--- src/design/psr_pkg.sv ---
// Shared constants and types for the satellite sensor receiver.
package psr_pkg;
	// ----------------------------------------
	// Structure
	// ----------------------------------------
	localparam int NCH = 4;
	localparam int NSLOT = 3;
	localparam int DW = 10;
	// ----------------------------------------
	// Timing
	// ----------------------------------------
	localparam int CLK_MHZ = 50;
	localparam int SYNC_SHORT_NS = 3000;
	localparam int SYNC_LONG_NS = 6000;
	localparam logic [8:0] SYNC_SHORT_CYC = 9'((SYNC_SHORT_NS * CLK_MHZ + 999) / 1000);
	localparam logic [8:0] SYNC_LONG_CYC = 9'((SYNC_LONG_NS * CLK_MHZ + 999) / 1000);
	localparam logic [8:0] SYNC_CNT_RST = 9'h000;
	// ----------------------------------------
	// Manchester decoding, eight time-base ticks per bit
	// ----------------------------------------
	localparam logic [2:0] PH_FIRST_HALF = 3'h6;
	localparam logic [2:0] PH_SECOND_HALF = 3'h2;
	localparam logic [3:0] FRAME_BITS = 4'hC;
	localparam logic [1:0] LAST_SLOT = 2'h2;
	// ----------------------------------------
	// Reset values
	// ----------------------------------------
	localparam logic [DW-1:0] DATA_RST = 10'h000;
	// ----------------------------------------
	// Converter sequencer
	// ----------------------------------------
	typedef enum logic [1:0] {
		PSR_ADC_IDLE = 2'h0,
		PSR_ADC_ANA = 2'h1,
		PSR_ADC_DIAG = 2'h2
	} psr_adc_e;
endpackage

--- src/design/psr_channel.sv ---
// One satellite channel: sync-armed Manchester frame decoder with three slot registers.
`timescale 1ns/1ps
module psr_channel (
	// Clock and reset
	input wire logic mclk,
	input wire logic resetn,
	// Control
	input wire logic tick,
	input wire logic enable,
	input wire logic steered,
	input wire logic sync_start,
	// Line
	input wire logic cur_sense,
	// Results
	output logic [psr_pkg::NSLOT-1:0][psr_pkg::DW-1:0] msg,
	output logic frame_done,
	output logic frame_err,
	output logic [1:0] frame_slot
);
	// ----------------------------------------
	// State
	// ----------------------------------------
	typedef struct packed {
		logic cur_q;
		logic armed;
		logic busy;
		logic [2:0] phase;
		logic have_a;
		logic a;
		logic bad;
		logic [3:0] bitcnt;
		logic [10:0] shreg;
		logic [1:0] slot;
		logic [psr_pkg::NSLOT-1:0][psr_pkg::DW-1:0] msg;
		logic done;
		logic err;
		logic [1:0] dslot;
	} psr_chan_s;

	psr_chan_s s;
	psr_chan_s next_s;

	// ----------------------------------------
	// Decoder
	// ----------------------------------------
	always_comb begin
		logic [10:0] sh;
		logic e;
		logic [1:0] idx;
		sh = {s.a, s.shreg[10:1]};
		e = s.bad | (s.a == cur_sense) | (^sh);
		idx = steered ? 2'h0 : s.slot;
		next_s = s;
		next_s.cur_q = cur_sense;
		next_s.done = 1'b0;
		next_s.err = 1'b0;
		if (sync_start) begin
			// Only a sync request opens the receive window.
			next_s.armed = enable;
			next_s.slot = 2'h0;
			next_s.busy = 1'b0;
		end else if (!enable) begin
			next_s.armed = 1'b0;
			next_s.busy = 1'b0;
		end else if (!s.busy) begin
			// A rising current edge while armed is the mid-bit of the first start bit.
			if (s.armed && cur_sense && !s.cur_q) begin
				next_s.busy = 1'b1;
				next_s.phase = 3'h0;
				next_s.have_a = 1'b0;
				next_s.bad = 1'b0;
				next_s.bitcnt = 4'h0;
			end
		end else if (tick) begin
			// The external time base paces the half-bit samples.
			next_s.phase = s.phase + 3'h1;
			if (s.phase == psr_pkg::PH_FIRST_HALF) begin
				next_s.a = cur_sense;
				next_s.have_a = 1'b1;
			end else if (s.phase == psr_pkg::PH_SECOND_HALF && s.have_a) begin
				next_s.have_a = 1'b0;
				next_s.bitcnt = s.bitcnt + 4'h1;
				if (s.a == cur_sense) begin
					next_s.bad = 1'b1;
				end
				if (s.bitcnt == 4'h0) begin
					next_s.bad = s.bad | s.a | (s.a == cur_sense);
				end else begin
					next_s.shreg = sh;
				end
				if (s.bitcnt == psr_pkg::FRAME_BITS - 4'h1) begin
					next_s.busy = 1'b0;
					next_s.done = 1'b1;
					next_s.err = e;
					next_s.dslot = idx;
					// The slot register changes only once the whole frame checked out.
					if (!e) begin
						next_s.msg[idx] = sh[9:0];
					end
					// Three sensors answer per sync, or one when steered.
					next_s.slot = s.slot + 2'h1;
					if (steered || s.slot == psr_pkg::LAST_SLOT) begin
						next_s.armed = 1'b0;
					end
				end
			end
		end
	end

	always_ff @(posedge mclk or negedge resetn) begin
		if (!resetn) begin
			s <= '0;
		end else begin
			s <= next_s;
		end
	end

	assign msg = s.msg;
	assign frame_done = s.done;
	assign frame_err = s.err;
	assign frame_slot = s.dslot;
endmodule

--- src/design/psr_top.sv ---
// Four-channel satellite receiver with sync generation, safing converter path and line pass-through.
//
// Contract
// - Four channels, each enabled or disabled on its own.
// - Up to twelve sensors in all, three per channel.
// - Channels run synchronous parallel mode with three time slots.
// - A steered synchronous mode with 10-bit payloads is also offered.
// - Only frames following a sync request are received.
// - Bidirectional traffic is sequenced by software; hardware offers long sync pulses.
// - Mode selection and status reading happen through the control ports.
// - Each sync request that arrives with the sync pulse timer idle makes a sync pulse on every enabled channel.
// - The external clock input is the Manchester sampling time base.
// - Sensor bits are recovered from current modulation as Manchester code.
// - Three readable message registers per channel hold the latest messages.
// - A fault on one channel leaves the other channels undisturbed.
// - Each sync request that finds the shared converter idle starts a safing-sensor conversion on it.
// - Each safing-sensor conversion result taken without self-test inhibit lands in a readable 10-bit analog data register.
// - Self-test inhibit freezes the analog data register.
// - The serial line output can carry raw code of any one channel.
`timescale 1ns/1ps
module psr_top (
	// Clock and reset
	input wire logic mclk,
	input wire logic resetn,
	// Requests from the controller
	input wire logic sync_req,
	input wire logic dec_clk,
	// Channel configuration
	input wire logic [psr_pkg::NCH-1:0] chan_enable,
	input wire logic [psr_pkg::NCH-1:0] chan_steered,
	input wire logic [psr_pkg::NCH-1:0] sync_long,
	// Satellite links
	input wire logic [psr_pkg::NCH-1:0] cur_sense,
	output logic [psr_pkg::NCH-1:0] sync_pulse,
	// Status
	input wire logic [psr_pkg::NCH-1:0] status_clr,
	output logic [psr_pkg::NCH-1:0] chan_err,
	output logic [psr_pkg::NCH*psr_pkg::NSLOT-1:0] slot_fresh,
	// Message read
	input wire logic [1:0] rd_chan,
	input wire logic [1:0] rd_slot,
	output logic [psr_pkg::DW-1:0] rd_data,
	// Shared converter
	output logic adc_start,
	output logic adc_use_diag,
	input wire logic adc_done,
	input wire logic [psr_pkg::DW-1:0] adc_result,
	input wire logic diag_req,
	input wire logic analog_selftest_inhibit,
	output logic [psr_pkg::DW-1:0] analog_data,
	output logic [psr_pkg::DW-1:0] diag_data,
	// Serial line
	input wire logic [2:0] line_sel,
	input wire logic line_tx_in,
	output logic line_out
);
	// ----------------------------------------
	// State
	// ----------------------------------------
	typedef struct packed {
		logic sync_q;
		logic dec_q;
		logic sync_active;
		logic [8:0] sync_cnt;
		logic [psr_pkg::NCH-1:0] sync_en;
		logic [psr_pkg::NCH-1:0] sync_lg;
		logic [psr_pkg::NCH-1:0] err;
		logic [psr_pkg::NCH*psr_pkg::NSLOT-1:0] fresh;
		logic [psr_pkg::DW-1:0] rd;
		psr_pkg::psr_adc_e adc;
		logic start;
		logic diag_pend;
		logic [psr_pkg::DW-1:0] ana;
		logic [psr_pkg::DW-1:0] diag;
		logic line;
	} psr_top_s;

	psr_top_s s;
	psr_top_s next_s;

	logic sync_rise;
	logic tick;
	logic [psr_pkg::NCH-1:0] sync_start;
	logic [psr_pkg::NCH-1:0] f_done;
	logic [psr_pkg::NCH-1:0] f_err;
	logic [psr_pkg::NCH-1:0][1:0] f_slot;
	logic [psr_pkg::NCH-1:0][psr_pkg::NSLOT-1:0][psr_pkg::DW-1:0] msg;

	assign sync_rise = sync_req && !s.sync_q;
	assign tick = dec_clk && !s.dec_q;
	assign sync_start = sync_rise ? chan_enable : '0;

	// ----------------------------------------
	// Channels
	// ----------------------------------------
	// Each channel is its own instance, so a fault stays on its channel.
	for (genvar c = 0; c < psr_pkg::NCH; c++) begin : g_ch
		psr_channel u_ch (
			.mclk(mclk),
			.resetn(resetn),
			.tick(tick),
			.enable(chan_enable[c]),
			.steered(chan_steered[c]),
			.sync_start(sync_start[c]),
			.cur_sense(cur_sense[c]),
			.msg(msg[c]),
			.frame_done(f_done[c]),
			.frame_err(f_err[c]),
			.frame_slot(f_slot[c])
		);
	end

	// ----------------------------------------
	// Next state
	// ----------------------------------------
	always_comb begin
		logic [3:0] fi;
		fi = 4'h0;
		next_s = s;
		next_s.sync_q = sync_req;
		next_s.dec_q = dec_clk;
		next_s.start = 1'b0;
		// Sync pulse timer; enables and lengths are caught at the request.
		if (sync_rise && !s.sync_active) begin
			next_s.sync_active = 1'b1;
			next_s.sync_cnt = psr_pkg::SYNC_CNT_RST;
			next_s.sync_en = chan_enable;
			next_s.sync_lg = sync_long;
		end else if (s.sync_active) begin
			next_s.sync_cnt = s.sync_cnt + 9'h001;
			if (s.sync_cnt == psr_pkg::SYNC_LONG_CYC - 9'h001) begin
				next_s.sync_active = 1'b0;
			end
		end
		// Status flags: a new event wins over a clear in the same cycle.
		for (int c = 0; c < psr_pkg::NCH; c++) begin
			if (status_clr[c]) begin
				next_s.err[c] = 1'b0;
				for (int k = 0; k < psr_pkg::NSLOT; k++) begin
					next_s.fresh[c * psr_pkg::NSLOT + k] = 1'b0;
				end
			end
			if (f_done[c] && f_err[c]) begin
				next_s.err[c] = 1'b1;
			end
			if (f_done[c] && !f_err[c]) begin
				fi = 4'(c * psr_pkg::NSLOT) + 4'(f_slot[c]);
				next_s.fresh[fi] = 1'b1;
			end
		end
		// Message read port.
		if (rd_slot == psr_pkg::LAST_SLOT + 2'h1) begin
			next_s.rd = psr_pkg::DATA_RST;
		end else begin
			next_s.rd = msg[rd_chan][rd_slot];
		end
		// Shared converter: sync-triggered sensor conversion has priority.
		if (diag_req) begin
			next_s.diag_pend = 1'b1;
		end
		unique case (s.adc)
			psr_pkg::PSR_ADC_IDLE: begin
				if (sync_rise) begin
					next_s.adc = psr_pkg::PSR_ADC_ANA;
					next_s.start = 1'b1;
				end else if (s.diag_pend) begin
					next_s.adc = psr_pkg::PSR_ADC_DIAG;
					next_s.start = 1'b1;
					next_s.diag_pend = 1'b0;
				end
			end
			psr_pkg::PSR_ADC_ANA: begin
				if (adc_done) begin
					next_s.adc = psr_pkg::PSR_ADC_IDLE;
					// Self-test inhibit keeps the buffer frozen.
					if (!analog_selftest_inhibit) begin
						next_s.ana = adc_result;
					end
				end
			end
			psr_pkg::PSR_ADC_DIAG: begin
				if (adc_done) begin
					next_s.adc = psr_pkg::PSR_ADC_IDLE;
					next_s.diag = adc_result;
				end
			end
			default: begin
				next_s.adc = psr_pkg::PSR_ADC_IDLE;
			end
		endcase
		// Raw code pass-through onto the serial line.
		if (line_sel[2]) begin
			next_s.line = cur_sense[line_sel[1:0]];
		end else begin
			next_s.line = line_tx_in;
		end
	end

	always_ff @(posedge mclk or negedge resetn) begin
		if (!resetn) begin
			s <= '0;
		end else begin
			s <= next_s;
		end
	end

	// ----------------------------------------
	// Outputs
	// ----------------------------------------
	always_comb begin
		for (int c = 0; c < psr_pkg::NCH; c++) begin
			sync_pulse[c] = s.sync_active && s.sync_en[c] &&
				(s.sync_lg[c] || s.sync_cnt < psr_pkg::SYNC_SHORT_CYC);
		end
	end

	assign chan_err = s.err;
	assign slot_fresh = s.fresh;
	assign rd_data = s.rd;
	assign adc_start = s.start;
	assign adc_use_diag = (s.adc == psr_pkg::PSR_ADC_DIAG);
	assign analog_data = s.ana;
	assign diag_data = s.diag;
	assign line_out = s.line;

	// ----------------------------------------
	// Per-channel checks
	// ----------------------------------------
	for (genvar c = 0; c < psr_pkg::NCH; c++) begin : g_chk

		for (genvar k = 0; k < psr_pkg::NSLOT; k++) begin : g_slot

		end
	end
endmodule

--- config.mk ---
export PLATFORM = sky130hd
export DESIGN_NAME = psr_top
export DESIGN_NICKNAME = d
export VERILOG_FILES = /design/src/design/psr_pkg.sv /design/src/design/psr_channel.sv /design/src/design/psr_top.sv
export SDC_FILE = /design/constraint.sdc
export NUM_CORES = 1
export LEC_CHECK = 0
export ABC_AREA = 1
export BUFFER_PORTS_ARGS = -buffer_cell sky130_fd_sc_hd__buf_4
export CAP_MARGIN = 20
export CORE_UTILIZATION = 55
export CTS_CLUSTER_SIZE = 12
export DETAILED_ROUTE_END_ITERATION = 8
export PLACE_DENSITY = 0.79
export SLEW_MARGIN = 25
export SYNTH_ARGS = -nofsm -noshare
export SYNTH_HDL_FRONTEND = slang
export SYNTH_HIERARCHICAL = 1
export SYNTH_SLANG_ARGS = --single-unit
--- constraint.sdc ---
create_clock -name mclk -period 4.96 [get_ports mclk]
set_input_delay 0.248 -clock mclk [delete_from_list [all_inputs] [get_ports mclk]]
set_output_delay 0.248 -clock mclk [all_outputs]
set_load 0.005 [all_outputs]
# Word level (Yosys, flattened, before mapping)
# Index checks and enable logic that the tools add are counted.
# totals
reg_bits	311
in_bits	45
output_inout_bits	53
word_cells	532
# op_classes
addsub	16
order_cmp	20
n_eq_ne	74
muxes	163
n_bitwise	37
n_reduce_logical	140
# op_table
cell	count
$mux 36	12
$mux 52	8
$mux 59	4
$mux 30	5
$bwmux 30	4
$reduce_and 7->1	12
$demux 10 s2	4
$mux 10	8
$mux 5	16
$reduce_and 6->1	12
$bmux 30 s2	1
$mux 2	30
$ne 3x1->1 const B	20
$reduce_bool 2->1	29
$mux 12	4
$mux 1	45
$mux 11	4
$reduce_xor 11->1	4
$reduce_and 5->1	8
$logic_and 1x1->1	39
$ne 3x3->1 const B	13
$or 12x12->12	3
$reduce_and 8->1	4
$ne 2x2->1 const B	15
41 further kinds	146

# Logic depth before layout (Yosys ltp)
# Gate-level depths: netlist of the first run.
# logic_depth
word_depth	15
ltp_mapped	14
ltp_nobuf	14

# Modules after synthesis
# The synthesis of the first run kept the hierarchy.
# modules_own_cells
module	n_inst	cells_per_inst	area_per_inst_um2
psr_channel at g_ch[1].u_ch ...	2	356	3015.4
psr_top	1	639	4566.9
psr_channel at g_ch[0].u_ch	1	361	3059.2
psr_channel at g_ch[3].u_ch	1	363	3005.4

# Worst setup path before layout of the first run
# OpenSTA, ideal clock, no wires.
# synth_path
path_type	reg-to-reg
start	reg s[69] (netlist name)
end	reg with a tool-made name
arrival_time_ns	1.837
setup_slack_ns	3.058
stages_incl_launch_ff	12
n_path_buf	0
period_less_slack_ns	1.902
cell_sequence	dfrtp_1 -> nor2_1 -> nand2_1 -> nor2_2 -> inv_2 -> nor2_2 -> inv_1 -> nor2_4 -> nand3_4 -> nor2_8 -> nand2_1 -> nand2_1

==> results of run 1 <==
## repair_timing
item	4_1_cts	5_1_grt
hold buffers	17	0
buffers inserted	0	0
endpoints found under the hold margin	82	0
## metrics by stage
stage	utilization (%)	hold slack, ps
2_1_floorplan	-	-47.6
3_3_place_gp	55.0	225
4_1_cts	59.1	2.97
5_1_grt	59.1	9.74
6_report	59.1	13.3
3_5_place_dp	55.0	227
## logic make-up (layout without fill, tap and decap cells)
kind of cell	after synthesis	count (layout)
AOI/OAI and AO/OA	196	196
xor gates and xnor gates	8	8
adders and majority gates	30	30
buffers and inverters	425	385
DFF	307	307
muxes	3	3
and+or+nand+nor	1106	1106
## per-layer routing
layer | routed length [um] | GRT usage (%) | up-vias
met5 | 0 | 0 | -
met3 | 2480 | 3.94 | 67
li1 | - | - | 6237
met2 | 16900 | 39.1 | 459
met4 | 984 | 7.79 | 0
met1 | 16100 | 33.3 | 6041
## worst reg2reg max path, stage by stage, from the launching register on
cell	delay, ps
sky130_fd_sc_hd__dfrtp_1	350
sky130_fd_sc_hd__nor2_1	640
sky130_fd_sc_hd__nand2_1	260
sky130_fd_sc_hd__nor2_4	230
sky130_fd_sc_hd__inv_2	60
sky130_fd_sc_hd__nor2_4	110
sky130_fd_sc_hd__nand2_2	130
sky130_fd_sc_hd__nor3_2	530
sky130_fd_sc_hd__nand2_2	260
sky130_fd_sc_hd__nand2_1	130
sky130_fd_sc_hd__nand2_1	50
## power by group through the flow
| stage | registers [mW] | logic, mW | clock network [mW] |
|---|---|---|---|
| 2_1_floorplan | 2.89 | 0.615 | 0 |
| 3_3_place_gp | 2.92 | 0.828 | 0 |
| 3_5_place_dp | 2.92 | 0.865 | 0 |
| 4_1_cts | 2.89 | 0.880 | 2.46 |
| 5_1_grt | 2.92 | 0.988 | 2.56 |
| 6_report | 2.89 | 0.870 | 2.42 |
## cells in the final DEF, fill, tap and decap left out, types with 3 or more instances in the layout
master / n
sky130_fd_sc_hd__nand2_1: 721
sky130_fd_sc_hd__nor3_1: 8
sky130_fd_sc_hd__buf_4: 98
sky130_fd_sc_hd__a21boi_0: 3
sky130_fd_sc_hd__dfrtp_1: 307
sky130_fd_sc_hd__nand2_4: 7
sky130_fd_sc_hd__o22ai_1: 4
sky130_fd_sc_hd__o21ai_1: 4
sky130_fd_sc_hd__mux2_2: 3
sky130_fd_sc_hd__clkinv_2: 10
sky130_fd_sc_hd__nand3_4: 7
sky130_fd_sc_hd__nor2_1: 110
sky130_fd_sc_hd__inv_6: 3
sky130_fd_sc_hd__a31oi_1: 4
sky130_fd_sc_hd__clkbuf_1: 8
sky130_fd_sc_hd__inv_2: 12
sky130_fd_sc_hd__o31ai_1: 8
sky130_fd_sc_hd__nand3_2: 9
sky130_fd_sc_hd__clkbuf_16: 35
sky130_fd_sc_hd__ha_1: 30
sky130_fd_sc_hd__a21oi_1: 38
sky130_fd_sc_hd__nand2_2: 30
sky130_fd_sc_hd__a21boi_2: 3
sky130_fd_sc_hd__dlygate4sd3_1: 17
sky130_fd_sc_hd__a22o_1: 4
sky130_fd_sc_hd__nor2_4: 8
sky130_fd_sc_hd__inv_1: 193
sky130_fd_sc_hd__clkbuf_8: 5
sky130_fd_sc_hd__nand3_1: 166
sky130_fd_sc_hd__o21ai_0: 123
sky130_fd_sc_hd__nand3b_1: 3
sky130_fd_sc_hd__nand4_2: 9
sky130_fd_sc_hd__nor2_8: 12
sky130_fd_sc_hd__xnor2_1: 6
sky130_fd_sc_hd__nor2_2: 8
## final cells by class
| type | count | area, um^2 | area share, % |
|---|---|---|---|
| multi-input combinational | 1343 | 6600 | 37.6 |
| tap | 390 | 488 | 2.78 |
| sequential | 307 | 7680 | 43.7 |
| clock buffer | 48 | 975 | 5.55 |
| clock inverter | 11 | 87.6 | 0.499 |
| inverter | 209 | 792 | 4.51 |
| timing repair buffer | 117 | 941 | 5.36 |
## how the worst max path moves through the flow
stage          startpoint        to  slack, ps  cells past startpoint
2_1_floorplan       s[69]  register       3060                     11
5_1_grt           dec_clk  register       1800                     13
3_5_place_dp      dec_clk  register       2070                     12
6_report          dec_clk  register       2040                     13
3_3_place_gp      dec_clk  register       2280                     12
4_1_cts           dec_clk  register       2040                     13
## synthesized netlist by cell type (8+ instances only)
master / n / share of area (%)
sky130_fd_sc_hd__o31ai_1: 8 / 0.36
sky130_fd_sc_hd__nor2_8: 12 / 1.4
sky130_fd_sc_hd__nand3_1: 166 / 5.0
sky130_fd_sc_hd__nand2_2: 30 / 1.1
sky130_fd_sc_hd__buf_6: 11 / 0.74
sky130_fd_sc_hd__ha_1: 30 / 2.3
sky130_fd_sc_hd__nand4_2: 9 / 0.68
sky130_fd_sc_hd__buf_2: 8 / 0.24
sky130_fd_sc_hd__nor2_2: 8 / 0.30
sky130_fd_sc_hd__nor3_1: 8 / 0.24
sky130_fd_sc_hd__dfrtp_1: 307 / 46
sky130_fd_sc_hd__clkbuf_1: 14 / 0.32
sky130_fd_sc_hd__nor2_4: 8 / 0.54
sky130_fd_sc_hd__o21ai_0: 123 / 3.7
sky130_fd_sc_hd__nand3_2: 9 / 0.54
sky130_fd_sc_hd__nor2_1: 110 / 2.5
sky130_fd_sc_hd__buf_4: 182 / 8.2
sky130_fd_sc_hd__nand2_1: 721 / 16
sky130_fd_sc_hd__inv_1: 193 / 4.3
sky130_fd_sc_hd__inv_2: 12 / 0.27
sky130_fd_sc_hd__a21oi_1: 38 / 1.1
==> tab_implementation.tex, run 1 <==
\begin{tabular}{lr}
\hline
Metric & Value \\
\hline
\multicolumn{2}{l}{\textbf{Outcome}} \\
Status & finished clean \\
\multicolumn{2}{l}{\textbf{Global routing}} \\
Number of antenna violations at the first check in global routing & 0 \\
Via count of the first global-routing pass & $\sim$12000 \\
Largest net degree at the start of global routing & $\sim$120 \\
Total global routing track utilization & 24.2\% \\
Global-route wire length before repair & 60300 um \\
Total gr overflow & 0 \\
\multicolumn{2}{l}{\textbf{Clocking}} \\
Resized Gates After CTS & 0 \\
Clock Tree Root & sky130\_fd\_sc\_hd\_\_clkbuf\_16 \\
CTS sink cnt & 307 \\
Clock network latency to the later pin of the worst-skew pair & a little over 500 ps \\
CTS Buf Count & 35 \\
Reg clk slew, reported paths & approximately 60 ps \\
Clock Tree Buf Depth & 3 \\
Count of H-tree levels built during CTS & 2 \\
Clock tree from TritonCTS & done \\
\multicolumn{2}{l}{\textbf{STA}} \\
Final-report max-slew violation count & 0 \\
Remaining max-slew budget at the tightest pin & a little over two fifths \\
Worst setup skew after layout & approximately 23 ps \\
Top achievable clock speed & 342 MHz \\
Clock period minus final worst setup slack & around 3000 ps \\
Total negative slack & 0 ps \\
Endpoints failing hold & 0 \\
Finish-stage setup viols & 0 \\
RSZ-0062 raised after global routing & false \\
Post-route fraction of the period consumed by the critical path & roughly 60\% \\
Worst-Margin Slew & between 800 and 900 ps \\
Final critical-path setup slack & 2040 ps \\
\multicolumn{2}{l}{\textbf{Power and ir drop}} \\
Internal & roughly 4.5 mW \\
Overall power after layout & 6.18 mW \\
Static leakage & just over 9 nW \\
Clk network pwr share & 39.1\% \\
Switching component of the power & around 1.6 mW \\
Worst vdd rail ir drop & $\sim$300 uV \\
Proportion of power drawn by flip-flops and latches & roughly 47\% \\
Share of total power in combinational logic & between 10\% and 20\% \\
Power density over the cells & 352 nW/um\^{}2 \\
Switching power as a share of total power & between 20\% and 30\% \\
\multicolumn{2}{l}{\textbf{Placement}} \\
Pre-CTS setup slack & 2070 ps \\
Post-Place Cell Area & about 16000 um\^{}2 \\
Dpl cells & about 2300 \\
Placer Congestion & 0.915 \\
HPWL after detailed placement & around 26000 um \\
Total of buffers placed on input and output ports & 97 \\
\multicolumn{2}{l}{\textbf{Logic synthesis}} \\
Flops \& latches, synth & between 300 and 400 \\
EDFF count, synth & 0 \\
Yosys warning count & 6 \\
Adder-Cell Fraction of Synth Area & 2.25\% \\
XOR/XNOR Fraction of Synth Area & less than 1\% \\
Multiplexer fraction of the synthesized cell area & less than 1\% \\
Proportion of synthesized chip area in sequential cells & 46.1\% \\
Share of synthesized cell area in and, or, nand and nor gates & 30.3\% \\
Fraction of registers with async set or reset after synthesis & 100\% \\
Synthesized Nets & about 2200 \\
Most used flip-flop cell after synthesis & sky130\_fd\_sc\_hd\_\_dfrtp\_1 \\
Number of distinct library cell variants in the gate-level netlist after synthesis & 46 \\
Post-synthesis instance area & between 15000 and 20000 um\^{}2 \\
Number of instances in the synthesized netlist & between 2000 and 2500 \\
Dominant combinational cell family by area after synthesis & simple AND/OR/NAND/NOR gates \\
Complex-gate fraction of the synthesized area & under 10\% \\
Post-synthesis area per instance & $\sim$8.0 um\^{}2 \\
\multicolumn{2}{l}{\textbf{Critical path}} \\
CP Class & in -> reg \\
Minimum setup slack among reg-to-reg paths & 2070 ps \\
CP max stage delay & between 600 and 700 ps \\
Buffers plus inverters on the worst setup path & 4 \\
Critical path capture point type & register \\
Reg-to-reg critical path startpoint & s[69] \\
Category of the worst setup path launch point & input port \\
Worst reg-to-reg path cell count & 10 \\
Data arrival time of the worst path & 3310 ps \\
Cell seen most often among critical-path stages & sky130\_fd\_sc\_hd\_\_nand2\_1 \\
Critical path data required time & between 5000 and 6000 ps \\
Largest driver fanout on the critical path & 11 \\
Cell-by-cell trace of the critical path & dlygate4sd3\_1, buf\_4, inv\_1, nor2\_1, nand2\_1, nor2\_4, inv\_2, nor2\_4, nand2\_2, nor3\_2, nand2\_2, nand2\_1, nand2\_1 \\
Cell type of the slowest stage on the worst timing path & sky130\_fd\_sc\_hd\_\_nor2\_1 \\
Family with the most delay on the worst path & simple AND/OR/NAND/NOR gates \\
\multicolumn{2}{l}{\textbf{Floorplanning}} \\
\# IOs & 98 \\
Die height & around 180 um \\
Row cnt & 63 \\
Area enclosed by the die boundary & a little over 30000 um\^{}2 \\
Initial Utilization & a little under three fifths \\
Width of the die & $\sim$180 um \\
Core footprint & approximately 30000 um\^{}2 \\
\multicolumn{2}{l}{\textbf{Detailed routing}} \\
Final ANT Viol Nets & 0 \\
Detailed-routing iteration count for the pre-antenna-repair pass & 5 \\
Routed wire per std cell & 15.0 um \\
Total DRC errors in the routed layout & 0 \\
Initial detailed-routing violation count & 1193 \\
DR vias & approximately 13000 \\
Overall routed net length & 36500 um \\
Mean number of vias per cell & roughly 5.3 \\
\multicolumn{2}{l}{\textbf{Cells and area}} \\
Fillcell total & $\sim$2500 \\
Diode insertion count for antenna repair & 0 \\
Area of all placed cells without fillers & between 15000 and 20000 um\^{}2 \\
Number of cells in the finished layout apart from fillers & about 2400 \\
Final \#Nets & approximately 2100 \\
Area overhead of the layout relative to synthesis & 5.43\% \\
Layout cell share with drive strength beyond 1 & 13.0\% \\
\multicolumn{2}{l}{\textbf{Min path}} \\
Startpoint of the most critical hold path & line\_tx\_in \\
Cell count of the worst hold path & 3 \\
Hold endpoint & line\_out \\
Worst hold-check path type & in -> reg \\
\multicolumn{2}{l}{\textbf{Flow run}} \\
Maxcap violations & 0 \\
\hline
\end{tabular}
(Power assumes the default switching activity.)
==> run 2: changes to the inputs <==
- PLACE_DENSITY: 0.79 -> 0.82
- clock period: 4.96 -> 2.6 ns (I/O delays scaled with it)
==> tab_implementation.tex, run 2 (synthesized netlist as in run 1, its figures left out) <==
\begin{tabular}{lr}
\hline
Metric & Value \\
\hline
\multicolumn{2}{l}{\textbf{Outcome}} \\
Status & finished clean \\
\multicolumn{2}{l}{\textbf{Floorplanning}} \\
Row cnt & 63 (unchanged) \\
\# IOs & 98 (unchanged) \\
Area enclosed by the die boundary & 31000 um\^{}2 (unchanged) \\
Core footprint & 29700 um\^{}2 (unchanged) \\
Die height & 176 um (unchanged) \\
Width of the die & 176 um (unchanged) \\
Initial Utilization & 56.1\% (unchanged) \\
\multicolumn{2}{l}{\textbf{Cells and area}} \\
Storage cell area & 7680 um\^{}2 (unchanged) \\
Diode insertion count for antenna repair & 0 (unchanged) \\
Fillcell total & 2501 (-0.12\%) \\
Area overhead of the layout relative to synthesis & 7.20\% \\
Most common cell after layout, fill and taps aside & sky130\_fd\_sc\_hd\_\_nand2\_1 \\
Core occupancy in the finished layout & 60.1\% (+0.99 points) \\
Area of combinational cells with multiple inputs & 6600 um\^{}2 (unchanged) \\
Most used cells in the layout excluding fill and tap cells & 721 x sky130\_fd\_sc\_hd\_\_nand2\_1, 307 x sky130\_fd\_sc\_hd\_\_dfrtp\_1, 193 x sky130\_fd\_sc\_hd\_\_inv\_1, 166 x sky130\_fd\_sc\_hd\_\_nand3\_1, 123 x sky130\_fd\_sc\_hd\_\_o21ai\_0 \\
Final \#Nets & 2116 (+1.3\%) \\
Layout cell share with drive strength beyond 1 & 13.1\% (+0.066 points) \\
\multicolumn{2}{l}{\textbf{Detailed routing}} \\
Overall routed net length & 38100 um (+4.6\%) \\
Routed wire per std cell & 15.5 um (+3.4\%) \\
Total DRC errors in the routed layout & 0 (unchanged) \\
Final ANT Viol Nets & 0 (unchanged) \\
DR vias & 13100 (+2.0\%) \\
Detailed-routing iteration count for the pre-antenna-repair pass & 5 (unchanged) \\
Initial detailed-routing violation count & 1153 (-3.4\%) \\
Mean number of vias per cell & 5.33 (+0.86\%) \\
\multicolumn{2}{l}{\textbf{STA}} \\
Minimum hold slack & 8.55 ps (-4.74 ps) \\
Endpoints failing hold & 0 (unchanged) \\
Remaining max-slew budget at the tightest pin & 53.8\% (+11 points) \\
Finish-stage setup viols & 0 (unchanged) \\
RSZ-0062 raised after global routing & false \\
Clock period minus final worst setup slack & approximately 2300 ps \\
Worst setup skew after layout & 18.4 ps (-4.99 ps) \\
Top achievable clock speed & around 430 MHz \\
Total negative slack & 0 ps (unchanged) \\
Post-route fraction of the period consumed by the critical path & between 80\% and 90\% \\
Final critical-path setup slack & 281 ps (-1760 ps) \\
Final-report max-slew violation count & 0 (unchanged) \\
Worst-Margin Slew & 691 ps (-168 ps) \\
\multicolumn{2}{l}{\textbf{Global routing}} \\
Via count of the first global-routing pass & 12800 (+4.4\%) \\
Total gr overflow & 0 (unchanged) \\
Total global routing track utilization & 25.4\% (+1.2 points) \\
Global-route wire length before repair & 63000 um (+4.5\%) \\
Number of antenna violations at the first check in global routing & 0 (unchanged) \\
Largest net degree at the start of global routing & 77 (-37\%) \\
\multicolumn{2}{l}{\textbf{Min path}} \\
Hold endpoint & rd\_data[7] \\
Cell count of the worst hold path & 4 (+1) \\
Startpoint of the most critical hold path & rd\_slot[0] \\
Worst hold-check path type & in -> reg \\
\multicolumn{2}{l}{\textbf{Clocking}} \\
CTS sink cnt & 307 (unchanged) \\
Clock network latency to the later pin of the worst-skew pair & 510 ps (about the same) \\
Clock tree from TritonCTS & done \\
Count of H-tree levels built during CTS & 2 (unchanged) \\
Post-CTS setup repair buffer count & 0 (unchanged) \\
Resized Gates After CTS & 0 (unchanged) \\
CTS Buf Count & 35 (unchanged) \\
Reg clk slew, reported paths & 60 ps (about the same) \\
Clock Tree Buf Depth & 3 (unchanged) \\
Hold-fix buffers at CTS & 37 (+20) \\
Clock Tree Root & sky130\_fd\_sc\_hd\_\_clkbuf\_16 \\
\multicolumn{2}{l}{\textbf{Power and ir drop}} \\
Switching power as a share of total power & 26.7\% (+0.073 points) \\
Clk network pwr share & 39.2\% (about the same) \\
Power density over the cells & 665 nW/um\^{}2 (+89\%) \\
Internal & 8.70 mW (+92\%) \\
Overall power after layout & 11.9 mW (+92\%) \\
Share of total power in combinational logic & 14.4\% (+0.3 points) \\
Proportion of power drawn by flip-flops and latches & 46.4\% (-0.4 points) \\
Static leakage & 9.26 nW (+1.5\%) \\
Worst vdd rail ir drop & 935 uV (+210\%) \\
Switching component of the power & 3.17 mW (+93\%) \\
\multicolumn{2}{l}{\textbf{Critical path}} \\
Category of the worst setup path launch point & register \\
Critical path data required time & 2980 ps (-2370 ps) \\
FF-to-FF End & g\_ch[3].u\_ch/s[58] \\
Reg-to-reg critical path startpoint & s[69] \\
Data arrival time of the worst path & 2700 ps (-610 ps) \\
Minimum setup slack among reg-to-reg paths & 280 ps (-1790 ps) \\
Largest driver fanout on the critical path & 10 (-1) \\
CP Class & reg -> reg \\
Critical path capture point type & register \\
Worst reg-to-reg path cell count & 10 (unchanged) \\
\multicolumn{2}{l}{\textbf{Flow run}} \\
Maxcap violations & 0 (unchanged) \\
\multicolumn{2}{l}{\textbf{Placement}} \\
HPWL after detailed placement & 26800 um (+3.7\%) \\
Placer Congestion & 0.877 (-4.2\%) \\
Pre-CTS setup slack & 420 ps (-1650 ps) \\
Total of buffers placed on input and output ports & 97 (unchanged) \\
\hline
\end{tabular}
-- run 2: power by group through the flow --
stage / clock network [mW] / logic, mW / registers, mW
after floorplan: 0 / 1.17 / 5.50
after global placement: 0 / 1.57 / 5.56
after detailed placement: 0 / 1.66 / 5.57
after CTS: 4.73 / 1.72 / 5.50
after global routing: 4.93 / 1.93 / 5.56
final: 4.65 / 1.71 / 5.51
-- run 2: metal layers --
metal	track usage, %	share of wire, %	routed length (um)
met5	0	0	0
met4	10.3	3.8	1450
met3	4.65	6.6	2520
met2	40.9	47	17900
met1	33.9	43	16300
-- run 2: through the flow --
step | area (um^2) | cells
floorplan | 16700 | 2075
global placement | 16400 | 2357
detailed placement | 16400 | 2357
CTS | 17900 | 2453
global route | 17900 | 2453
finish | 17900 | 2453
-- run 2: cell type report --
cell class                 instances  share of cell area (%)
tap                              390                    2.73
inverter                         209                    4.43
timing repair buffer             145                    6.86
clock buffer                      53                    5.80
clock inverter                     6                   0.203
sequential                       307                    43.0
multi-input combinational       1343                    37.0
-- run 2: worst max-delay path by stage --
stage,startpoint,endpoint,cells after the start
2_1_floorplan,s[69],register,11
3_3_place_gp,g_ch[0].u_ch/s[54],register,11
3_5_place_dp,g_ch[0].u_ch/s[54],register,11
4_1_cts,s[69],g_ch[3].u_ch/s[58],10
5_1_grt,s[69],g_ch[3].u_ch/s[58],10
6_report,s[69],g_ch[3].u_ch/s[58],10
-- run 2: worst max-delay path, cell delays in order, from the launching register on --
cell                            delay (ps)
sky130_fd_sc_hd__dfrtp_1               360
sky130_fd_sc_hd__nor2_1                100
sky130_fd_sc_hd__buf_4                 190
sky130_fd_sc_hd__nand2_1               160
sky130_fd_sc_hd__nor2_1                230
sky130_fd_sc_hd__inv_1                  80
sky130_fd_sc_hd__nor2_1                210
sky130_fd_sc_hd__o21ai_0               150
sky130_fd_sc_hd__nand2_1                90
sky130_fd_sc_hd__a21boi_0               70
sky130_fd_sc_hd__dlygate4sd3_1         560
